==> config.mk <==
export PLATFORM = sky130hd
export DESIGN_NAME = pps_core
export DESIGN_NICKNAME = d
export VERILOG_FILES = /design/src/pps_pkg.sv /design/src/pps_core.sv /design/src/pps_stack.sv
export SDC_FILE = /design/constraint.sdc
export NUM_CORES = 1
export LEC_CHECK = 0
export BUFFER_PORTS_ARGS = -buffer_cell sky130_fd_sc_hd__buf_2
export CAP_MARGIN = 20
export CELL_PAD_IN_SITES_DETAIL_PLACEMENT = 0
export CELL_PAD_IN_SITES_GLOBAL_PLACEMENT = 1
export CORE_ASPECT_RATIO = 1.5
export CORE_MARGIN = 2
export CORE_UTILIZATION = 39
export DETAILED_ROUTE_END_ITERATION = 10
export PLACE_DENSITY = 0.87
export SLEW_MARGIN = 10
export SYNTH_ARGS = -nofsm -noshare
export SYNTH_HDL_FRONTEND = slang
export SYNTH_HIERARCHICAL = 1
export SYNTH_SLANG_ARGS = --single-unit
==> constraint.sdc <==
create_clock -name pclk -period 3.9 [get_ports pclk]
set_input_delay 0.39 -clock pclk [delete_from_list [all_inputs] [get_ports pclk]]
set_output_delay 0.39 -clock pclk [all_outputs]
set_load 0.05 [all_outputs]
==> src/pps_pkg.sv <==
// Purpose: shared constants for the program sequencing core
// Assumes: 32-bit apb register access, two clocks
// Notes: opcode classes are presented decoded on the instruction port
`default_nettype none
package pps_pkg;
  localparam int PC_W = 12;
  localparam int PCL_W = 8;
  localparam int PCH_W = 4;
  localparam int STACK_DEPTH = 6;
  localparam int SP_W = 3;
  localparam int INSN_W = 16;
  localparam logic [PC_W-1:0] RESET_VECTOR = 12'h000;
  localparam logic [1:0] PHASE_ONE = 2'h0;
  localparam logic [1:0] PHASE_LAST = 2'h3;
  // register byte offsets
  localparam logic [11:0] PCL_OFFSET = 12'h000;
  localparam logic [11:0] STATUS_OFFSET = 12'h004;
  localparam logic [11:0] INSN_OFFSET = 12'h008;
  // status field positions
  localparam int ST_SP_LSB = 0;
  localparam int ST_FULL_BIT = 4;
  localparam int ST_OVF_BIT = 5;
  localparam int ST_DUMMY_BIT = 6;
  localparam int ST_PCH_LSB = 8;
  // decoded instruction class fed by the decoder
  typedef enum logic [2:0] {
    PPS_OP_SEQ, PPS_OP_EXT, PPS_OP_JUMP, PPS_OP_CALL,
    PPS_OP_RET, PPS_OP_SKIP
  } pps_op_t;
endpackage
`default_nettype wire

==> src/pps_core.sv <==
// Purpose: instruction sequencing core with phase generator, pc and stack
// Assumes: instruction class and target arrive decoded with the fetch word
// Notes: registers reached over apb; one instruction cycle is four clocks
`default_nettype none
module pps_core (
  input wire logic pclk,
  input wire logic presetn,
  input wire logic psel,
  input wire logic penable,
  input wire logic pwrite,
  input wire logic [11:0] paddr,
  input wire logic [31:0] pwdata,
  output logic [31:0] prdata,
  output logic pready,
  output logic pslverr,
  input wire logic [pps_pkg::INSN_W-1:0] fetch_word,
  input wire logic [2:0] insn_class,
  input wire logic [pps_pkg::PC_W-1:0] insn_target,
  input wire logic skip_taken,
  input wire logic irq_pending,
  input wire logic [pps_pkg::PC_W-1:0] irq_vector,
  output logic [pps_pkg::PC_W-1:0] fetch_addr,
  output logic fetch_strobe,
  output logic [1:0] instruction_phases,
  output logic phase_one,
  output logic irq_ack,
  output logic [pps_pkg::INSN_W-1:0] exec_word,
  output logic exec_valid
);
  logic [1:0] phase_reg;
  logic [pps_pkg::PC_W-1:0] pc_reg;
  logic [pps_pkg::PC_W-1:0] pc_next;
  logic [pps_pkg::INSN_W-1:0] ir_reg;
  logic ir_valid_reg;
  logic [1:0] stall_reg;
  logic [1:0] stall_next;
  logic dummy_reg;
  logic ack_reg;
  logic wr_pend_reg;
  logic [pps_pkg::PCL_W-1:0] wr_byte_reg;
  logic [31:0] rdata_reg;
  logic [2:0] last_class_reg;
  logic cycle_end;
  logic exec_now;
  logic take_irq;
  logic do_push;
  logic do_pop;
  logic flush;
  logic [pps_pkg::PC_W-1:0] stack_top;
  logic [pps_pkg::SP_W-1:0] stack_depth;
  logic stack_full;
  logic stack_ovf;
  logic [pps_pkg::PC_W-1:0] push_pc;
  logic apb_setup;
  logic apb_write;
  logic [31:0] rdata_next;
  pps_pkg::pps_op_t op;

  function automatic logic is_branch(input pps_pkg::pps_op_t o);
    return o == pps_pkg::PPS_OP_JUMP || o == pps_pkg::PPS_OP_CALL ||
           o == pps_pkg::PPS_OP_RET;
  endfunction

  function automatic logic addr_hit(input logic [11:0] a,
                                    input logic [11:0] off);
    return a == off;
  endfunction

  assign op = pps_pkg::pps_op_t'(insn_class);

  // four-phase generator
  always_ff @(posedge pclk or negedge presetn)
  begin
    if (!presetn)
      phase_reg <= pps_pkg::PHASE_ONE;
    else
      phase_reg <= phase_reg + 2'h1;
  end

  assign cycle_end = (phase_reg == pps_pkg::PHASE_LAST);
  assign instruction_phases = phase_reg;
  assign phase_one = (phase_reg == pps_pkg::PHASE_ONE);
  assign fetch_addr = pc_reg;
  assign fetch_strobe = phase_one;
  // a pending page write or an accepted interrupt displaces the word
  assign exec_now = cycle_end && ir_valid_reg && stall_reg == 2'h0 &&
                    !wr_pend_reg && !take_irq;
  // a full stack holds off the acknowledge; the request stays pending outside
  assign take_irq = cycle_end && stall_reg == 2'h0 && irq_pending &&
                    !stack_full && !wr_pend_reg;
  assign do_push = take_irq ||
                   (exec_now && !take_irq &&
                    op == pps_pkg::PPS_OP_CALL);
  assign do_pop = exec_now && !take_irq &&
                  op == pps_pkg::PPS_OP_RET;
  // a call saves the word after itself; an interrupt saves the word it
  // displaced, which has not run yet
  assign push_pc = take_irq ? pc_reg : pc_reg + 12'h001;
  assign flush = take_irq || wr_pend_reg ||
                 (exec_now && (is_branch(op) ||
                  (op == pps_pkg::PPS_OP_SKIP && skip_taken)));

  // next pc at the end of each instruction cycle
  always_comb
  begin
    pc_next = pc_reg + 12'h001;
    stall_next = (stall_reg != 2'h0) ? stall_reg - 2'h1 : 2'h0;
    if (cycle_end)
    begin
      if (stall_reg != 2'h0)
        pc_next = pc_reg;
      else if (wr_pend_reg)
      begin
        pc_next = {pc_reg[pps_pkg::PC_W-1:pps_pkg::PCL_W],
                   wr_byte_reg};
        stall_next = 2'h1;
      end
      else if (take_irq)
      begin
        pc_next = irq_vector;
        stall_next = 2'h1;
      end
      else if (exec_now)
      begin
        case (op)
          pps_pkg::PPS_OP_JUMP, pps_pkg::PPS_OP_CALL:
          begin
            pc_next = insn_target;
            stall_next = 2'h1;
          end
          pps_pkg::PPS_OP_RET:
          begin
            pc_next = stack_top;
            stall_next = 2'h1;
          end
          pps_pkg::PPS_OP_EXT:
          begin
            pc_next = pc_reg + 12'h001;
            stall_next = 2'h1;
          end
          pps_pkg::PPS_OP_SKIP:
          begin
            pc_next = pc_reg + 12'h001;
            // the word after the skip is dropped, so step over it
            if (skip_taken)
            begin
              pc_next = pc_reg + 12'h002;
              stall_next = 2'h1;
            end
          end
          default: pc_next = pc_reg + 12'h001;
        endcase
      end
    end
    else
    begin
      pc_next = pc_reg;
      stall_next = stall_reg;
    end
  end

  always_ff @(posedge pclk or negedge presetn)
  begin
    if (!presetn)
      pc_reg <= pps_pkg::RESET_VECTOR;
    else
      pc_reg <= pc_next;
  end

  always_ff @(posedge pclk or negedge presetn)
  begin
    if (!presetn)
      stall_reg <= 2'h0;
    else
      stall_reg <= stall_next;
  end

  // prefetch register: word fetched in phase one executes at the end of the same cycle
  always_ff @(posedge pclk or negedge presetn)
  begin
    if (!presetn)
    begin
      ir_reg <= '0;
      ir_valid_reg <= 1'b0;
    end
    else if (cycle_end && flush)
      ir_valid_reg <= 1'b0;
    else if (phase_one)
    begin
      ir_reg <= fetch_word;
      ir_valid_reg <= 1'b1;
    end
  end

  always_ff @(posedge pclk or negedge presetn)
  begin
    if (!presetn)
      dummy_reg <= 1'b0;
    else if (cycle_end)
      dummy_reg <= (stall_next != 2'h0);
  end

  always_ff @(posedge pclk or negedge presetn)
  begin
    if (!presetn)
      ack_reg <= 1'b0;
    else
      ack_reg <= take_irq;
  end

  always_ff @(posedge pclk or negedge presetn)
  begin
    if (!presetn)
      last_class_reg <= 3'h0;
    else if (exec_now)
      last_class_reg <= insn_class;
  end

  assign irq_ack = ack_reg;
  assign exec_word = ir_reg;
  assign exec_valid = exec_now;

  // apb slave: zero wait states, so every access completes in two clocks
  assign pready = 1'b1;
  assign pslverr = 1'b0;
  assign prdata = rdata_reg;
  assign apb_setup = psel && !penable;
  assign apb_write = psel && penable && pwrite;

  // a write is held until the cycle boundary, then acts as a page jump
  always_ff @(posedge pclk or negedge presetn)
  begin
    if (!presetn)
    begin
      wr_pend_reg <= 1'b0;
      wr_byte_reg <= '0;
    end
    else if (apb_write && addr_hit(paddr, pps_pkg::PCL_OFFSET))
    begin
      wr_pend_reg <= 1'b1;
      wr_byte_reg <= pwdata[pps_pkg::PCL_W-1:0];
    end
    else if (cycle_end && stall_reg == 2'h0)
      wr_pend_reg <= 1'b0;
  end

  // status shows flags and the last executed class; the pointer itself stays hidden
  function automatic logic [31:0] status_word(input logic full_f,
                                              input logic ovf_f,
                                              input logic dummy_f,
                                              input logic [2:0] cls);
    logic [31:0] w;
    w = '0;
    w[pps_pkg::ST_FULL_BIT] = full_f;
    w[pps_pkg::ST_OVF_BIT] = ovf_f;
    w[pps_pkg::ST_DUMMY_BIT] = dummy_f;
    w[pps_pkg::ST_PCH_LSB +: 3] = cls;
    return w;
  endfunction

  // read data is taken in the setup cycle so it stands through the access
  always_comb
  begin
    rdata_next = rdata_reg;
    if (apb_setup && !pwrite)
    begin
      if (addr_hit(paddr, pps_pkg::PCL_OFFSET))
        rdata_next = {24'h000000, pc_reg[pps_pkg::PCL_W-1:0]};
      else if (addr_hit(paddr, pps_pkg::STATUS_OFFSET))
        rdata_next = status_word(stack_full, stack_ovf, dummy_reg,
                                 last_class_reg);
      else if (addr_hit(paddr, pps_pkg::INSN_OFFSET))
        rdata_next = {16'h0000, ir_reg};
      else
        rdata_next = 32'h00000000;
    end
  end

  always_ff @(posedge pclk or negedge presetn)
  begin
    if (!presetn)
      rdata_reg <= '0;
    else
      rdata_reg <= rdata_next;
  end

  pps_stack u_stack (
    .pclk(pclk),
    .presetn(presetn),
    .push(do_push),
    .pop(do_pop),
    .push_data(push_pc),
    .top_data(stack_top),
    .depth(stack_depth),
    .full(stack_full),
    .overflow(stack_ovf)
  );

  logic unused_ok;
  assign unused_ok = ^stack_depth;
endmodule
`default_nettype wire

==> src/pps_stack.sv <==
// Purpose: six-level return stack holding program counter values
// Assumes: push and pop never both asserted
// Notes: only the full and overflow flags are visible to software; overflow drops the oldest entry
`default_nettype none
module pps_stack (
  input wire logic pclk,
  input wire logic presetn,
  input wire logic push,
  input wire logic pop,
  input wire logic [pps_pkg::PC_W-1:0] push_data,
  output logic [pps_pkg::PC_W-1:0] top_data,
  output logic [pps_pkg::SP_W-1:0] depth,
  output logic full,
  output logic overflow
);
  logic [pps_pkg::PC_W-1:0] entry_reg [pps_pkg::STACK_DEPTH];
  logic [pps_pkg::SP_W-1:0] sp_reg;
  logic ovf_reg;
  logic [pps_pkg::PC_W-1:0] shift_in [pps_pkg::STACK_DEPTH];

  assign full = (sp_reg == pps_pkg::SP_W'(pps_pkg::STACK_DEPTH));
  assign depth = sp_reg;
  assign overflow = ovf_reg;
  assign top_data = (sp_reg == '0) ? pps_pkg::RESET_VECTOR
                                   : entry_reg[sp_reg - 3'h1];

  // reset leaves the pointer at zero, stack empty
  always_ff @(posedge pclk or negedge presetn)
  begin
    if (!presetn)
      sp_reg <= '0;
    else if (push && !full)
      sp_reg <= sp_reg + 3'h1;
    else if (pop && sp_reg != '0)
      sp_reg <= sp_reg - 3'h1;
  end

  always_ff @(posedge pclk or negedge presetn)
  begin
    if (!presetn)
      ovf_reg <= 1'b0;
    else if (push && full)
      ovf_reg <= 1'b1;
  end

  // full push shifts every entry down so the first saved value falls off
  for (genvar i = 0; i < pps_pkg::STACK_DEPTH; i++)
  begin : g_ent
    // the top slot takes the new value, every other slot its upper neighbour
    if (i == pps_pkg::STACK_DEPTH - 1)
    begin : g_top
      assign shift_in[i] = push_data;
    end
    else
    begin : g_mid
      assign shift_in[i] = entry_reg[i+1];
    end
    always_ff @(posedge pclk or negedge presetn)
    begin
      if (!presetn)
        entry_reg[i] <= '0;
      else if (push && full)
        entry_reg[i] <= shift_in[i];
      else if (push && sp_reg == pps_pkg::SP_W'(i))
        entry_reg[i] <= push_data;
    end
  end
endmodule
`default_nettype wire

==> out/metrics.yaml <==
routing:
  wl_per_cell_um: 20.4
  post-route-drc-count: 0
  drt_first_iter_violations: 547
  drt_pass1_iterations: 7
  viasPerCell: 5.70
  ant_nets: 0
  drt-total-wl_um: 23400
  num_vias: 6532
global_route:
  met3_usage_pct: 3.36
  overflow: 0
  grt_max_degree: 101
  globalRouteMet2Util_pct: 39.5
  grt.total_usage_pct: 21.8
  busiest_layer: "met2"
  grt_pass1_vias: 6495
  grt_pass1_wl_um: 36400
  grt_util_met1_pct: 24.0
  antenna_found_initial: 0
power:
  power_density_nw_per_um2: 648
  swShare_pct: 40.1
  power.leakage_nw: 4.53
  vdd_ir_drop_max_mv: 0.333
  seqPwrFrac_pct: 36.6
  comb_power_share_pct: 37.6
  switchingPower_w: 0.00244
  pwr-share-clk_pct: 25.8
  internal-power_w: 0.00365
placed_design:
  port_buffers: 119
  gp_congestion: 0.914
  dp_hpwl_um: 16700
synth:
  synth_warnings: 6
  synth_top_family_by_area: "compound AO/OA/AOI/OAI gates"
  synth_xor_area_share_pct: 2.95
  synth_ff_type: "dfrtp_1"
  synth.distinct_cells: 64
  synth_compound_area_share_pct: 17.7
  avgSynthCellArea_um2: 10.6
  synthCells: 756
  synthAdderAreaFrac_pct: 1.87
  seq_area_frac_synth_pct: 43.4
  synth_edf_count: 0
  synth-simple-area-share_pct: 11.0
  ys_ff_latch: 139
  synthArstFlopShare_pct: 100
  synth_mux_area_share_pct: 16.5
  syn_area_um2: 8020
timing:
  clock.fmax_ghz: 0.293
  finalSetupViolCount: 0
  clock-skew-final_ns: 0.0103
  totalNegativeSetupSlack_ns: 0
  period_needed_ns: 3.42
  min_period_over_period_pct: 87.6
  finalHoldViolCount: 0
  grt_setup_unrepaired: "false"
  worst_pin_slew_ns: 0.981
  holdWs_ns: 0.0266
  slew_headroom_pct: 34.6
  drv_slew: 0
setup_path:
  cp.required_ns: 4.22
  rr_worst_depth: 9
  r2r_end: "u_stack/entry_reg[71]"
  end_kind: "register"
  r2r_slack_ns: 0.48
  critPathLaunchType: "register"
  crit_fanout: 63
  worstReg2RegStart: "instruction_phases[0]"
  arrival_ns: 3.73
  path_class: "reg2reg"
layout:
  synthToLayoutAreaGrowth_pct: 17.2
  nets: 975
  final_common_cell: "dfrtp_1"
  n_antenna_cell: 0
  largest_reg_flops: 72
  mostFrequentLayoutCells: "139 x dfrtp_1, 118 x buf_2, 72 x nand2_1"
  drive_gt1_share_pct: 29.8
worst_hold_path:
  min_path_type: "in2async"
floorplan:
  dieArea_um2: 21700
  io_pins: 162
  die_w_um: 121
  rows: 64
  start_util_pct: 39.6
  coreArea_um2: 20300
  fp.dieH_um: 180
run_status:
  status: "complete, no violations"
clock_network:
  cts_buffer_depth: 2
  cts-root-buf: "clkbuf_16"
  cts_hold_buf: 0
  cts_tree: "built"
  cts_buffers: 17
  clk_pin_slew_worst_paths_ns: 0.07
  insertion_delay_ns: 0.43
  post_cts_resized: 0
  tritoncts_num_sinks: 139
  h-tree-depth: 4
  post-cts-setup-buffer-count: 0
flow_run:
  max_cap_violations: 0
==> per-layer routing <==
metal | wire, µm | up-vias
li1 | - | 2974
met1 | 8770 | 3257
met2 | 12600 | 242
met3 | 1070 | 59
met4 | 1020 | 0
met5 | 0 | -
==> cells by family (layout without fill, tap and decap cells) <==
logic type	Yosys count	in the layout
AO/OA/AOI/OAI	198	198
XOR/XNOR	27	27
adder cells (fa/ha/maj)	12	12
buffers and inverters	98	208
flip-flops	139	139
multiplexers	105	105
other	2	18
AND/OR/NAND/NOR	175	175
==> cell usage after synthesis, types with 9 or more instances <==
master	n	area, µm²
dfrtp_1	139	3480
nand2_1	72	270
mux2_2	51	574
o21ai_0	34	170
a22o_1	30	263
clkbuf_1	30	113
mux2i_1	30	300
inv_1	29	109
nor2_1	26	97.6
a21o_1	25	188
a21oi_1	23	115
buf_4	23	173
a22oi_1	18	135
o22ai_1	15	93.8
xnor2_1	14	123
nor3_1	13	65.1
xor2_1	13	114
ha_1	12	150
mux2_4	12	180
mux4_2	12	270
nand3_1	10	50.1
a222oi_1	9	90.1
buf_2	9	45.0
o31ai_1	9	67.6
==> per-stage QoR <==
step,instance area (µm²),total power (W),util [%],cells,setup slack [ns]
finish,9400,0.00609,46.4,1146,0.484
CTS,9400,0.00610,46.4,1146,0.493
global route,9400,0.00642,46.4,1146,0.282
global placement,8830,0.00445,43.6,1114,0.610
detailed placement,8830,0.00451,43.6,1114,0.495
floorplan,8080,0.00384,-,772,0.114
==> worst max path at each step <==
stage                          startpoint                    end  cells past startpoint
floorplan                u_stack/depth[0]  u_stack/entry_reg[65]                     18
detailed placement  instruction_phases[0]  u_stack/entry_reg[60]                      9
global route        instruction_phases[0]  u_stack/entry_reg[64]                      9
CTS                 instruction_phases[0]  u_stack/entry_reg[60]                      9
finish              instruction_phases[0]  u_stack/entry_reg[71]                      9
global placement    instruction_phases[0]  u_stack/entry_reg[71]                      9
==> area by class of cell <==
| class | count | area [µm²] |
|---|---|---|
| fill | 1869 | 10900 |
| inverter | 29 | 109 |
| clock inverter | 15 | 141 |
| sequential | 139 | 3480 |
| timing repair buffer | 147 | 825 |
| tap | 264 | 330 |
| clock buffer | 17 | 425 |
| multi-input combinational | 535 | 4090 |
==> power groups by stage <==
stage / registers, W / clock network [W] / logic [W]
global placement: 0.00222 / 0 / 0.00223
global route: 0.00228 / 0.00166 / 0.00248
floorplan: 0.00228 / 0 / 0.00156
finish: 0.00223 / 0.00157 / 0.00229
CTS: 0.00222 / 0.00160 / 0.00228
detailed placement: 0.00224 / 0 / 0.00227
==> worst max-delay path: stages (launching register included) <==
cell and delay (ns):
dfrtp_1 0.37, ha_1 0.39, nor4b_2 0.50, nand3_1 0.29, inv_1 0.15, a41o_1 0.36
and3_2 0.27, buf_12 0.30, mux2_2 0.38, mux2_2 0.26
Note: power is estimated with default switching activity, not from simulation.
